**src/pkg/dopu_consts.svh**
```systemverilog
// Purpose: constants of the operand and pointer unit
// Assumes: included by bare name
// Notes: widths, counts, field positions and reset values only
`ifndef DOPU_CONSTS_SVH
`define DOPU_CONSTS_SVH
`define DOPU_DATA_W 16
`define DOPU_ACC_W 40
`define DOPU_NUM_REGS 8
`define DOPU_NUM_PTRS 8
`define DOPU_PTR_W 16
`define DOPU_PTR_X_LAST 3
`define DOPU_INSN_W 32
`define DOPU_RESET_DATA 16'h0000
`define DOPU_RESET_ACC 40'h0000000000
`endif

```
**src/pkg/dopu_pkg.sv**
```systemverilog
// Purpose: types of the operand and pointer unit
// Assumes: nothing
// Notes: operation and pointer-mode encodings
package dopu_pkg;
  typedef enum logic [3:0] {
    DOPU_OP_NOP = 4'h0,
    DOPU_OP_MAC_ADD = 4'h1,
    DOPU_OP_MAC_SUB = 4'h2,
    DOPU_OP_MUL = 4'h3,
    DOPU_OP_ADD = 4'h4,
    DOPU_OP_SUB = 4'h5,
    DOPU_OP_SRA = 4'h6,
    DOPU_OP_SRL = 4'h7,
    DOPU_OP_SLL = 4'h8,
    DOPU_OP_NEG = 4'h9,
    DOPU_OP_INC = 4'hA,
    DOPU_OP_LOAD = 4'hB,
    DOPU_OP_STORE = 4'hC,
    DOPU_OP_MOVE = 4'hD,
    DOPU_OP_SETI = 4'hE,
    DOPU_OP_PMOD = 4'hF
  } dopu_op_t;
  typedef enum logic [2:0] {
    DOPU_PM_PLAIN = 3'h0,
    DOPU_PM_INC = 3'h1,
    DOPU_PM_DEC = 3'h2,
    DOPU_PM_INDEX = 3'h3,
    DOPU_PM_MODULO = 3'h4,
    DOPU_PM_BITREV = 3'h5
  } dopu_pmode_t;
  typedef enum logic [1:0] {
    DOPU_SEL_GPR = 2'h0,
    DOPU_SEL_PTR = 2'h1,
    DOPU_SEL_IDX = 2'h2,
    DOPU_SEL_MOD = 2'h3
  } dopu_dest_t;
endpackage

```
**src/dopu_core.sv**
```systemverilog
// Purpose: operand datapath and data-pointer modification unit
// Assumes: one decoded instruction per cycle, memory answers combinationally
// Notes: accumulators kept 40 bits wide; store data and address registered
// Operation
// (RL1) three-operand ops run on the multiply-accumulator with three registers
// (RL2) two-operand ops use mac, arithmetic unit or shifter; some take immediate
// (RL3) single-operand ops run on the arithmetic unit with one register
// (RL4) load/store move 16-bit words between memory and any register; here general registers only
// (RL5) register transfer copies one register into another
// (RL6) immediate setting loads general registers or pointer unit registers
// (RL7) eight pointers with index; 0-3 use x modulo, 4-7 y modulo
// (RL8) pointer updated after access, visible to the next instruction
// (RL9) plain form accesses at the pointer, pointer unchanged
// (RL10) post increment, decrement, or add matching index register
// (RL11) modulo mode: low part plus index mod (modulo+1), high part kept
// (RL12) bit-reversed mode accesses reversed address, then adds index
// (RL13) immediate modify adds instruction constant to any pointer
// (RL14) overflow-affecting ops set overflow flag on overflow; others never; shifts never set it here
// (RL15) overflow flag is sticky; no overflow leaves it unchanged
// (RL16) instructions are 32 bits, completing in one clock
// (RL17) pointer arithmetic wraps silently, no flag
`timescale 1ns/1ps
`include "dopu_consts.svh"
module dopu_core #(
  parameter int DATA_W = `DOPU_DATA_W,
  parameter int ACC_W = `DOPU_ACC_W,
  parameter int PTR_W = `DOPU_PTR_W
) (
  input wire logic clk,
  input wire logic resetn,
  input wire logic insn_valid,
  input wire dopu_pkg::dopu_op_t op,
  input wire logic affects_ov,
  input wire logic [2:0] dst_sel,
  input wire logic [2:0] src_a_sel,
  input wire logic [2:0] src_b_sel,
  input wire logic use_imm,
  input wire logic [DATA_W-1:0] imm,
  input wire dopu_pkg::dopu_dest_t seti_dest,
  input wire logic [2:0] ptr_sel,
  input wire logic seti_mod_y,
  input wire dopu_pkg::dopu_pmode_t pmode,
  input wire logic [DATA_W-1:0] mem_rdata,
  output logic [PTR_W-1:0] mem_addr,
  output logic mem_y_space,
  output logic mem_we,
  output logic [DATA_W-1:0] mem_wdata,
  output logic overflow_flag,
  output logic [ACC_W-1:0] result
);
  import dopu_pkg::*;

  localparam int NR = `DOPU_NUM_REGS;
  localparam int NP = `DOPU_NUM_PTRS;

  logic [ACC_W-1:0] gpr_q [NR];
  logic [PTR_W-1:0] address_pointer_reg [NP];
  logic [PTR_W-1:0] pointer_index_reg [NP];
  logic [PTR_W-1:0] x_modulo_reg;
  logic [PTR_W-1:0] y_modulo_reg;
  logic overflow_flag_q;
  logic [PTR_W-1:0] mem_addr_q;
  logic mem_y_q;
  logic mem_we_q;
  logic [DATA_W-1:0] mem_wdata_q;
  logic [ACC_W-1:0] result_q;

  // operand fetch; high half feeds the multiplier
  wire [ACC_W-1:0] opa = gpr_q[src_a_sel];
  wire [ACC_W-1:0] reg_b = gpr_q[src_b_sel];
  wire [ACC_W-1:0] imm_ext = {{(ACC_W-DATA_W){imm[DATA_W-1]}}, imm};
  wire [ACC_W-1:0] opb = use_imm ? imm_ext : reg_b; // RL2
  wire [ACC_W-1:0] acc = gpr_q[dst_sel];
  wire signed [DATA_W-1:0] mul_a = opa[2*DATA_W-1:DATA_W];
  wire signed [DATA_W-1:0] mul_b = reg_b[2*DATA_W-1:DATA_W];
  wire signed [2*DATA_W-1:0] prod = mul_a * mul_b;
  wire [ACC_W-1:0] prod_ext = {{(ACC_W-2*DATA_W){prod[2*DATA_W-1]}}, prod};
  wire [4:0] shamt = opb[4:0];

  // execution units, with one spare bit for overflow detection
  logic [ACC_W:0] alu_wide;
  logic [ACC_W-1:0] exe;
  logic exe_ov;
  always_comb begin
    alu_wide = {(ACC_W+1){1'b0}};
    exe = acc;
    exe_ov = 1'b0;
    case (op)
      DOPU_OP_MAC_ADD: alu_wide = {acc[ACC_W-1], acc} + {prod_ext[ACC_W-1], prod_ext}; // RL1
      DOPU_OP_MAC_SUB: alu_wide = {acc[ACC_W-1], acc} - {prod_ext[ACC_W-1], prod_ext}; // RL1
      DOPU_OP_MUL: alu_wide = {prod_ext[ACC_W-1], prod_ext}; // RL2
      DOPU_OP_ADD: alu_wide = {opa[ACC_W-1], opa} + {opb[ACC_W-1], opb}; // RL2
      DOPU_OP_SUB: alu_wide = {opa[ACC_W-1], opa} - {opb[ACC_W-1], opb}; // RL2
      DOPU_OP_NEG: alu_wide = {(ACC_W+1){1'b0}} - {opa[ACC_W-1], opa}; // RL3
      DOPU_OP_INC: alu_wide = {opa[ACC_W-1], opa} + {{ACC_W{1'b0}}, 1'b1}; // RL3
      default: alu_wide = {acc[ACC_W-1], acc};
    endcase
    case (op)
      DOPU_OP_SRA: exe = $signed(opa) >>> shamt; // RL2
      DOPU_OP_SRL: exe = opa >> shamt; // RL2
      DOPU_OP_SLL: exe = opa << shamt; // RL2
      default: begin
        exe = alu_wide[ACC_W-1:0];
        exe_ov = alu_wide[ACC_W] ^ alu_wide[ACC_W-1]; // RL14
      end
    endcase
  end

  // pointer group and address selection
  wire ptr_is_y = (ptr_sel > 3'(`DOPU_PTR_X_LAST)); // RL7
  wire [PTR_W-1:0] dp = address_pointer_reg[ptr_sel];
  wire [PTR_W-1:0] dn = pointer_index_reg[ptr_sel];
  wire [PTR_W-1:0] modv = ptr_is_y ? y_modulo_reg : x_modulo_reg; // RL7
  logic [PTR_W-1:0] dp_rev;
  always_comb begin
    for (int i = 0; i < PTR_W; i++) begin
      dp_rev[i] = dp[PTR_W-1-i];
    end
  end
  wire [PTR_W-1:0] bit_reversed_addressing_mode = dp_rev; // RL12
  wire [PTR_W-1:0] acc_addr = (pmode == DOPU_PM_BITREV) ? bit_reversed_addressing_mode : dp; // RL9 RL12

  // modulo: low part spans the modulo register's significant bits
  logic [PTR_W-1:0] low_mask;
  always_comb begin
    low_mask = {PTR_W{1'b0}};
    for (int i = 0; i < PTR_W; i++) begin
      if ((modv >> i) != {PTR_W{1'b0}}) begin
        low_mask[i] = 1'b1;
      end
    end
  end
  wire [PTR_W-1:0] pointer_low_part = dp & low_mask;
  wire [PTR_W-1:0] pointer_high_part = dp & ~low_mask;
  wire [PTR_W:0] mod_base = {1'b0, modv} + {{PTR_W{1'b0}}, 1'b1};
  wire [PTR_W:0] low_sum = {1'b0, pointer_low_part} + {1'b0, dn};
  wire [PTR_W:0] low_mod = low_sum % mod_base; // RL11
  wire [PTR_W-1:0] modulo_addressing_mode = pointer_high_part | (low_mod[PTR_W-1:0] & low_mask); // RL11

  // post-access pointer value; adders wrap at pointer width
  logic [PTR_W-1:0] dp_next;
  always_comb begin
    case (pmode)
      DOPU_PM_INC: dp_next = dp + 16'h0001; // RL10 RL17
      DOPU_PM_DEC: dp_next = dp - 16'h0001; // RL10 RL17
      DOPU_PM_INDEX: dp_next = dp + dn; // RL10 RL17
      DOPU_PM_MODULO: dp_next = modulo_addressing_mode; // RL11
      DOPU_PM_BITREV: dp_next = dp + dn; // RL12
      default: dp_next = dp; // RL9
    endcase
  end
  wire is_mem = insn_valid && (op == DOPU_OP_LOAD || op == DOPU_OP_STORE); // RL4
  wire is_pmod = insn_valid && (op == DOPU_OP_PMOD);
  wire is_seti = insn_valid && (op == DOPU_OP_SETI);
  wire is_arith = insn_valid && (op inside {DOPU_OP_MAC_ADD, DOPU_OP_MAC_SUB, DOPU_OP_MUL, DOPU_OP_ADD,
    DOPU_OP_SUB, DOPU_OP_SRA, DOPU_OP_SRL, DOPU_OP_SLL, DOPU_OP_NEG, DOPU_OP_INC});

  // register write value per instruction class
  logic [ACC_W-1:0] gpr_wdata;
  always_comb begin
    case (op)
      DOPU_OP_LOAD: gpr_wdata = {{(ACC_W-2*DATA_W){mem_rdata[DATA_W-1]}}, mem_rdata, {DATA_W{1'b0}}}; // RL4
      DOPU_OP_MOVE: gpr_wdata = opa; // RL5
      DOPU_OP_SETI: gpr_wdata = imm_ext; // RL6
      default: gpr_wdata = exe;
    endcase
  end
  wire gpr_we = is_arith || (insn_valid && op == DOPU_OP_LOAD) || (insn_valid && op == DOPU_OP_MOVE) ||
    (is_seti && seti_dest == DOPU_SEL_GPR);

  // general registers: every instruction retires in one cycle
  generate
    for (genvar g = 0; g < NR; g++) begin : g_gpr
      always_ff @(posedge clk or negedge resetn) begin
        if (!resetn) begin
          gpr_q[g] <= `DOPU_RESET_ACC;
        end else if (gpr_we && dst_sel == 3'(g)) begin
          gpr_q[g] <= gpr_wdata; // RL16
        end
      end
    end
  endgenerate

  // pointers and index registers; update lands after this cycle's access
  generate
    for (genvar p = 0; p < NP; p++) begin : g_ptr
      wire sel = (ptr_sel == 3'(p));
      always_ff @(posedge clk or negedge resetn) begin
        if (!resetn) begin
          address_pointer_reg[p] <= `DOPU_RESET_DATA;
          pointer_index_reg[p] <= `DOPU_RESET_DATA;
        end else if (sel && is_mem) begin
          address_pointer_reg[p] <= dp_next; // RL8
        end else if (sel && is_pmod) begin
          address_pointer_reg[p] <= dp + imm; // RL13 RL17
        end else if (sel && is_seti && seti_dest == DOPU_SEL_PTR) begin
          address_pointer_reg[p] <= imm; // RL6
        end else if (sel && is_seti && seti_dest == DOPU_SEL_IDX) begin
          pointer_index_reg[p] <= imm; // RL6
        end
      end
    end
  endgenerate

  // modulo registers loaded by immediate setting only
  always_ff @(posedge clk or negedge resetn) begin
    if (!resetn) begin
      x_modulo_reg <= `DOPU_RESET_DATA;
      y_modulo_reg <= `DOPU_RESET_DATA;
    end else if (is_seti && seti_dest == DOPU_SEL_MOD) begin
      if (seti_mod_y) y_modulo_reg <= imm; // RL6
      else x_modulo_reg <= imm; // RL6
    end
  end

  // sticky overflow: only sets, only the reset branch of this block clears it
  always_ff @(posedge clk or negedge resetn) begin
    if (!resetn) begin
      overflow_flag_q <= 1'b0;
    end else if (is_arith && affects_ov && exe_ov) begin
      overflow_flag_q <= 1'b1; // RL14 RL15
    end
  end

  // registered memory port and result view
  always_ff @(posedge clk or negedge resetn) begin
    if (!resetn) begin
      mem_addr_q <= `DOPU_RESET_DATA;
      mem_y_q <= 1'b0;
      mem_we_q <= 1'b0;
      mem_wdata_q <= `DOPU_RESET_DATA;
      result_q <= `DOPU_RESET_ACC;
    end else begin
      mem_addr_q <= acc_addr; // RL9 RL12
      mem_y_q <= ptr_is_y; // RL7
      mem_we_q <= is_mem && op == DOPU_OP_STORE; // RL4
      mem_wdata_q <= acc[2*DATA_W-1:DATA_W]; // RL4
      result_q <= gpr_wdata;
    end
  end

  assign mem_addr = mem_addr_q;
  assign mem_y_space = mem_y_q;
  assign mem_we = mem_we_q;
  assign mem_wdata = mem_wdata_q;
  assign overflow_flag = overflow_flag_q;
  assign result = result_q;
endmodule

```
**config.mk**
```make
export PLATFORM = sky130hd
export DESIGN_NAME = dopu_core
export DESIGN_NICKNAME = d
export VERILOG_FILES = /design/src/pkg/dopu_pkg.sv /design/src/dopu_core.sv
export VERILOG_INCLUDE_DIRS = /design/src /design/src/pkg
export SDC_FILE = /design/constraint.sdc
export NUM_CORES = 2
export LEC_CHECK = 0
export ABC_AREA = 1
export BUFFER_PORTS_ARGS = -buffer_cell sky130_fd_sc_hd__buf_4
export CAP_MARGIN = 25
export CORE_ASPECT_RATIO = 1.5
export CORE_UTILIZATION = 59
export DETAILED_ROUTE_END_ITERATION = 16
export GPL_TIMING_DRIVEN = 0
export PLACE_DENSITY = 0.83
export SLEW_MARGIN = 10
export SYNTH_ARGS = -nofsm -noshare
export SYNTH_HDL_FRONTEND = slang
export SYNTH_SLANG_ARGS = --single-unit
```
**constraint.sdc**
```tcl
create_clock -name clk -period 34.8 [get_ports clk]
set_clock_uncertainty 0.05 [all_clocks]
set_input_delay 1.74 -clock clk [delete_from_list [all_inputs] [get_ports clk]]
set_output_delay 1.74 -clock clk [all_outputs]
set_load 0.01 [all_outputs]
```
==> metrics.md, run 1 <==
| Metric | Value |
|---|---|
| Max H-tree Level | 3 |
| Std cell rows | 153 |
| Most common cell in the netlist | nand2_1 |
| Number of synthesized flops with an enable pin | 0 |
| PortBufs | 131 |
| Failed at | global routing (5_1_grt) |
| Placed cells | 12100 |
| Tool Error | [ERROR GRT-0232] Routing congestion too high. Check the congestion heatmap in the GUI. |
| Top FF cell, synth | dfrtp_1 |
| Cell taking the most area after synthesis | dfrtp_1 |
| CTS sink count | 683 |
| Synthesized area | 0.0690 mm2 |
| Synth top area share | 24.8% |
| Top-Level Pins | 134 |
| Seq cells post-synth | 683 |
| Syn_nets | 11000 |
| Clk root buf | clkbuf_16 |
| Syn avg cell area | 6.67 um2 |
| Worst-path endpoint after global-route repair_timing | address_pointer_reg[48]$_DFFE_PN0P_/D |
| Final RePlAce weighted congestion | 1.18 |
| CTS Buffer Depth | 3 |
| Post-CTS Hold Fix Bufs | 0 |
| Unique masters post-synth | 71 |
| Initial Util | 59.4% |
| Number of buffers created by CTS | 76 |
| Seq/Total Area, Yosys | 24.8% |
| Total Routing Usage GR | 77.2% |
| Synthesis Warnings | 0 |
| HPWL Detailed | 265 mm |
| Die width | 281 um |
| Most instantiated cells after synthesis | 2674 x nand2_1, 1327 x o21ai_0, 1172 x inv_1 |
| Syn Inst Count | 10300 |
| Pin count of the biggest net entering global routing | 113 |
| Die height | 421 um |
| GRT overflow | 893 |
| Share of flip-flops with an asynchronous set or reset | 100% |
| Outcome | stopped before the end |
| Top area cells in the synthesized netlist | dfrtp_1 25%, nand2_1 15%, o21ai_0 9.6% |
| Worst ep type | register input |
[cell families after synthesis]
group | count (synthesis) | share of synthesized area (%)
and+or+nand+nor | 4141 | 24.6
adders and majority gates | 636 | 14.5
buffers and inverters | 1775 | 9.90
DFF | 683 | 24.8
xor gates and xnor gates | 193 | 2.45
muxes | 17 | 0.247
AOI/OAI and AO/OA | 2900 | 23.6
[per-layer routing]
layer / global-route usage (%) / overflow
met1: 77.6 / 103
met2: 95.0 / 442
met3: 58.2 / 57
met4: 80.2 / 279
met5: 26.2 / 12
[metrics by stage]
stage	worst slack, ns	area [um2]
detailed placement	-7.74	72500
CTS	-0.971	77000
global placement	-6.39	71900
floorplan	0.0292	69000
[what timing repair did]
action	4_1_cts
pin swaps	112
cloned	3
setup buffers	133
setup endpoints to repair	128
resized for setup	252
==> inputs of run 2 (changes only) <==
--- a/config.mk
+++ b/config.mk
@@ -9,11 +9,10 @@
 export ABC_AREA = 1
 export BUFFER_PORTS_ARGS = -buffer_cell sky130_fd_sc_hd__buf_4
 export CAP_MARGIN = 25
-export CORE_ASPECT_RATIO = 1.5
-export CORE_UTILIZATION = 59
+export CORE_UTILIZATION = 40
 export DETAILED_ROUTE_END_ITERATION = 16
 export GPL_TIMING_DRIVEN = 0
-export PLACE_DENSITY = 0.83
+export PLACE_DENSITY_LB_ADDON = 0.15
 export SLEW_MARGIN = 10
 export SYNTH_ARGS = -nofsm -noshare
 export SYNTH_HDL_FRONTEND = slang
==> constraint.sdc (replaced) <==
create_clock -name clk -period 45.2 [get_ports clk]
set_clock_uncertainty 0.05 [all_clocks]
set_input_delay 2.26 -clock clk [delete_from_list [all_inputs] [get_ports clk]]
set_output_delay 2.26 -clock clk [all_outputs]
set_load 0.01 [all_outputs]
==> run 2 against run 1 <==
The flow now finishes without violations. Synthesized area stayed put. Synthesized cell count stayed put.
==> metrics.md, run 2 <==
| Metric | Value |
|---|---|
| Critical path depth in cells | 269 |
| Clock Pin Slew Worst Setup and Hold Paths | 0.06 ns |
| Synthesized area | 0.0690 mm2 |
| GRT overflow | 0 |
| Initial Util | 40.2% |
| Number of buffers created by CTS | 78 |
| Max Clock Freq | 0.0241 GHz |
| Clk root buf | clkbuf_16 |
| Seq/Total Area, Yosys | 24.8% |
| Die width | 417 um |
| Worst Path Required | 45.72 ns |
| DR WL/cell | 28.2 um |
| Peak fanout along the critical path | 10 |
| Unique masters post-synth | 71 |
| Commonest non-fill, non-tap cell in the layout | nand2_1 |
| WP buf/inv | 42 |
| Initial antenna violation count | 25 |
| Worst-skew pair later-pin latency | 0.74 ns |
| HPWL Detailed | 289 mm |
| Post-CTS Hold Fix Bufs | 0 |
| Max FFs per register | 320 |
| Die height | 417 um |
| Global routing's busiest layer | met2 |
| Final RePlAce weighted congestion | 1.07 |
| CTS tree | done |
| R2R Setup Slk | 5.60 ns |
| Syn_nets | 11000 |
| Slowest CP cell | a31oi_1 |
| Total Routed Length | 368 mm |
| Reg-to-Reg End | address_pointer_reg[116]$_DFFE_PN0P_ |
| Top area cells in the synthesized netlist | dfrtp_1 25%, nand2_1 15%, o21ai_0 9.6% |
| Commonest non-fill, non-tap cells in the layout | 2671 x nand2_1, 1309 x o21ai_0, 1171 x inv_1 |
| Final setup viols | 0 |
| Most common cell in the netlist | nand2_1 |
| Nets@finish | 11300 |
| Vias after detailed routing | 77900 |
| CP endpoint kind | flip-flop |
| Max H-tree Level | 3 |
| Area Growth Syn to Fin | 11.6% |
| DR pass1 iterations | 9 |
| Top-Level Pins | 134 |
| Syn Inst Count | 10300 |
| Slew Limit Fails | 0 |
| M3 GR Usage | 8.33% |
| Core ar. | 0.171 mm2 |
| Outcome | finished clean |
| Pin count of the biggest net entering global routing | 108 |
| Seq cells post-synth | 683 |
| Max-cap violations | 0 |
| Number of remaining DRC errors | 0 |
| RR Startpoint | y_modulo_reg[15]$_DFFE_PN0P_ |
| Vias in the first global route | 72900 |
| Crit path kind | input pin to flip-flop |
| Register Area | 0.0171 mm2 |
| Slew Limit Headroom | 12.3% |
| Area occupied by multi-input gates | 0.0454 mm2 |
| Initial DRC count | 9672 |
| Top FF cell, synth | dfrtp_1 |
| Met2 Usage GRT | 62.4% |
| Hold_ws | 0.422 ns |
| Worst-Margin Slew | 1.32 ns |
| Cell taking the most area after synthesis | dfrtp_1 |
| Total die area | 0.174 mm2 |
| CTS Buffer Depth | 3 |
| Most instantiated cells after synthesis | 2674 x nand2_1, 1327 x o21ai_0, 1172 x inv_1 |
| Slowest stage delay, CP | 0.63 ns |
| Worst setup SP type | input pin |
| CTS sink count | 683 |
| Delay-heaviest family, CP | compound AO/OA/AOI/OAI gates |
| Final Hold Viols | 0 |
| Drt via density | 5.98 |
| Hold_sp | overflow_flag$_DFFE_PN0P_ |
| Syn avg cell area | 6.67 um2 |
| CP endpoint | address_pointer_reg[116]$_DFFE_PN0P_ |
| Share of flip-flops with an asynchronous set or reset | 100% |
| Total Routing Usage GR | 41.3% |
| Minimum clock period | 41.51 ns |
| Synth top area share | 24.8% |
| Global-route wire length before repair | 522 mm |
| Layout cells sized above 1 | 6.52% |
| Worst EP arrival | 42.03 ns |
| Synthesis Warnings | 0 |
| Number of synthesized flops with an enable pin | 0 |
| Most common cell on crit path | nand2_1 |
| Final antenna-violating net count | 0 |
| Filler Cell Count | 18100 |
| Fin Setup TNS | 0 ns |
| FF-to-FF path depth | 281 |
| GR Util met1 | 52.0% |
| Hold Path Class | flip-flop to flip-flop |
| PortBufs | 131 |
| Final Cycle Share | 91.8% |
| Std cell rows | 152 |
| Worst setup path startpoint | ptr_sel[1] |
| RSZ-0062 raised after global routing | false |
[run 2: through the flow]
| step | area (um2) | worst slack [ns] | utilization, % | instances |
|---|---|---|---|---|
| 6_report | 77000 | 3.69 | 44.9 | 13000 |
| 5_1_grt | 77000 | 0.0223 | 44.9 | 13000 |
| 4_1_cts | 76700 | 0.600 | 44.8 | 13000 |
| 3_5_place_dp | 74000 | 0.0222 | 43.2 | 12900 |
| 3_3_place_gp | 72800 | 0.484 | 42.5 | 12800 |
| 2_1_floorplan | 69000 | 9.01 | - | 10300 |
[run 2: worst min-delay path, stage by stage (launching register included)]
cell and delay [ns]:
dfrtp_1 0.34, inv_1 0.04, nand2_1 0.05
[run 2: area by class of cell]
cell class,count,share of cell area [%]
inverters,1233,6.02
clock inverters,28,0.424
diodes,11,0.0358
clock buffers,111,3.04
well taps,2310,3.75
multi-input cells,7887,58.9
plain buffers,540,2.89
repair buffers,230,2.71
flip-flops and latches,683,22.2
[run 2: cells by family after synthesis]
group / count (synthesis) / synth area share, %
DFF: 683 / 24.8
and+or+nand+nor: 4141 / 24.6
xor gates and xnor gates: 193 / 2.45
buffers and inverters: 1775 / 9.90
muxes: 17 / 0.247
AOI/OAI and AO/OA: 2900 / 23.6
adders and majority gates: 636 / 14.5
[run 2: how the worst min path moves through the flow]
stage	slack [ns]	to	cells after the start
finish	0.42	overflow_flag$_DFFE_PN0P_	2
global route	0.45	pointer_index_reg[37]$_DFFE_PN0P_	2
CTS	0.43	overflow_flag$_DFFE_PN0P_	2
detailed placement	0.41	overflow_flag$_DFFE_PN0P_	2
global placement	0.41	overflow_flag$_DFFE_PN0P_	2
floorplan	0.40	y_modulo_reg[15]$_DFFE_PN0P_	2
[run 2: metal layers]
layer	share of wire, %	vias up
li1	-	35000
met1	39	37600
met2	43	4202
met3	9.2	1066
met4	8.7	12
met5	0.022	-
[run 2: repair_timing]
item / 4_1_cts / 5_1_grt
buffers inserted: 0 / 3
resized for setup: 0 / 64
endpoints found under the setup margin: 0 / 128
hold endpoints to repair: 0 / 0
Power of run 2 is left out: the tool's default activity adds up to more than one toggle a clock period on the data nets, which glitch-free logic cannot reach.
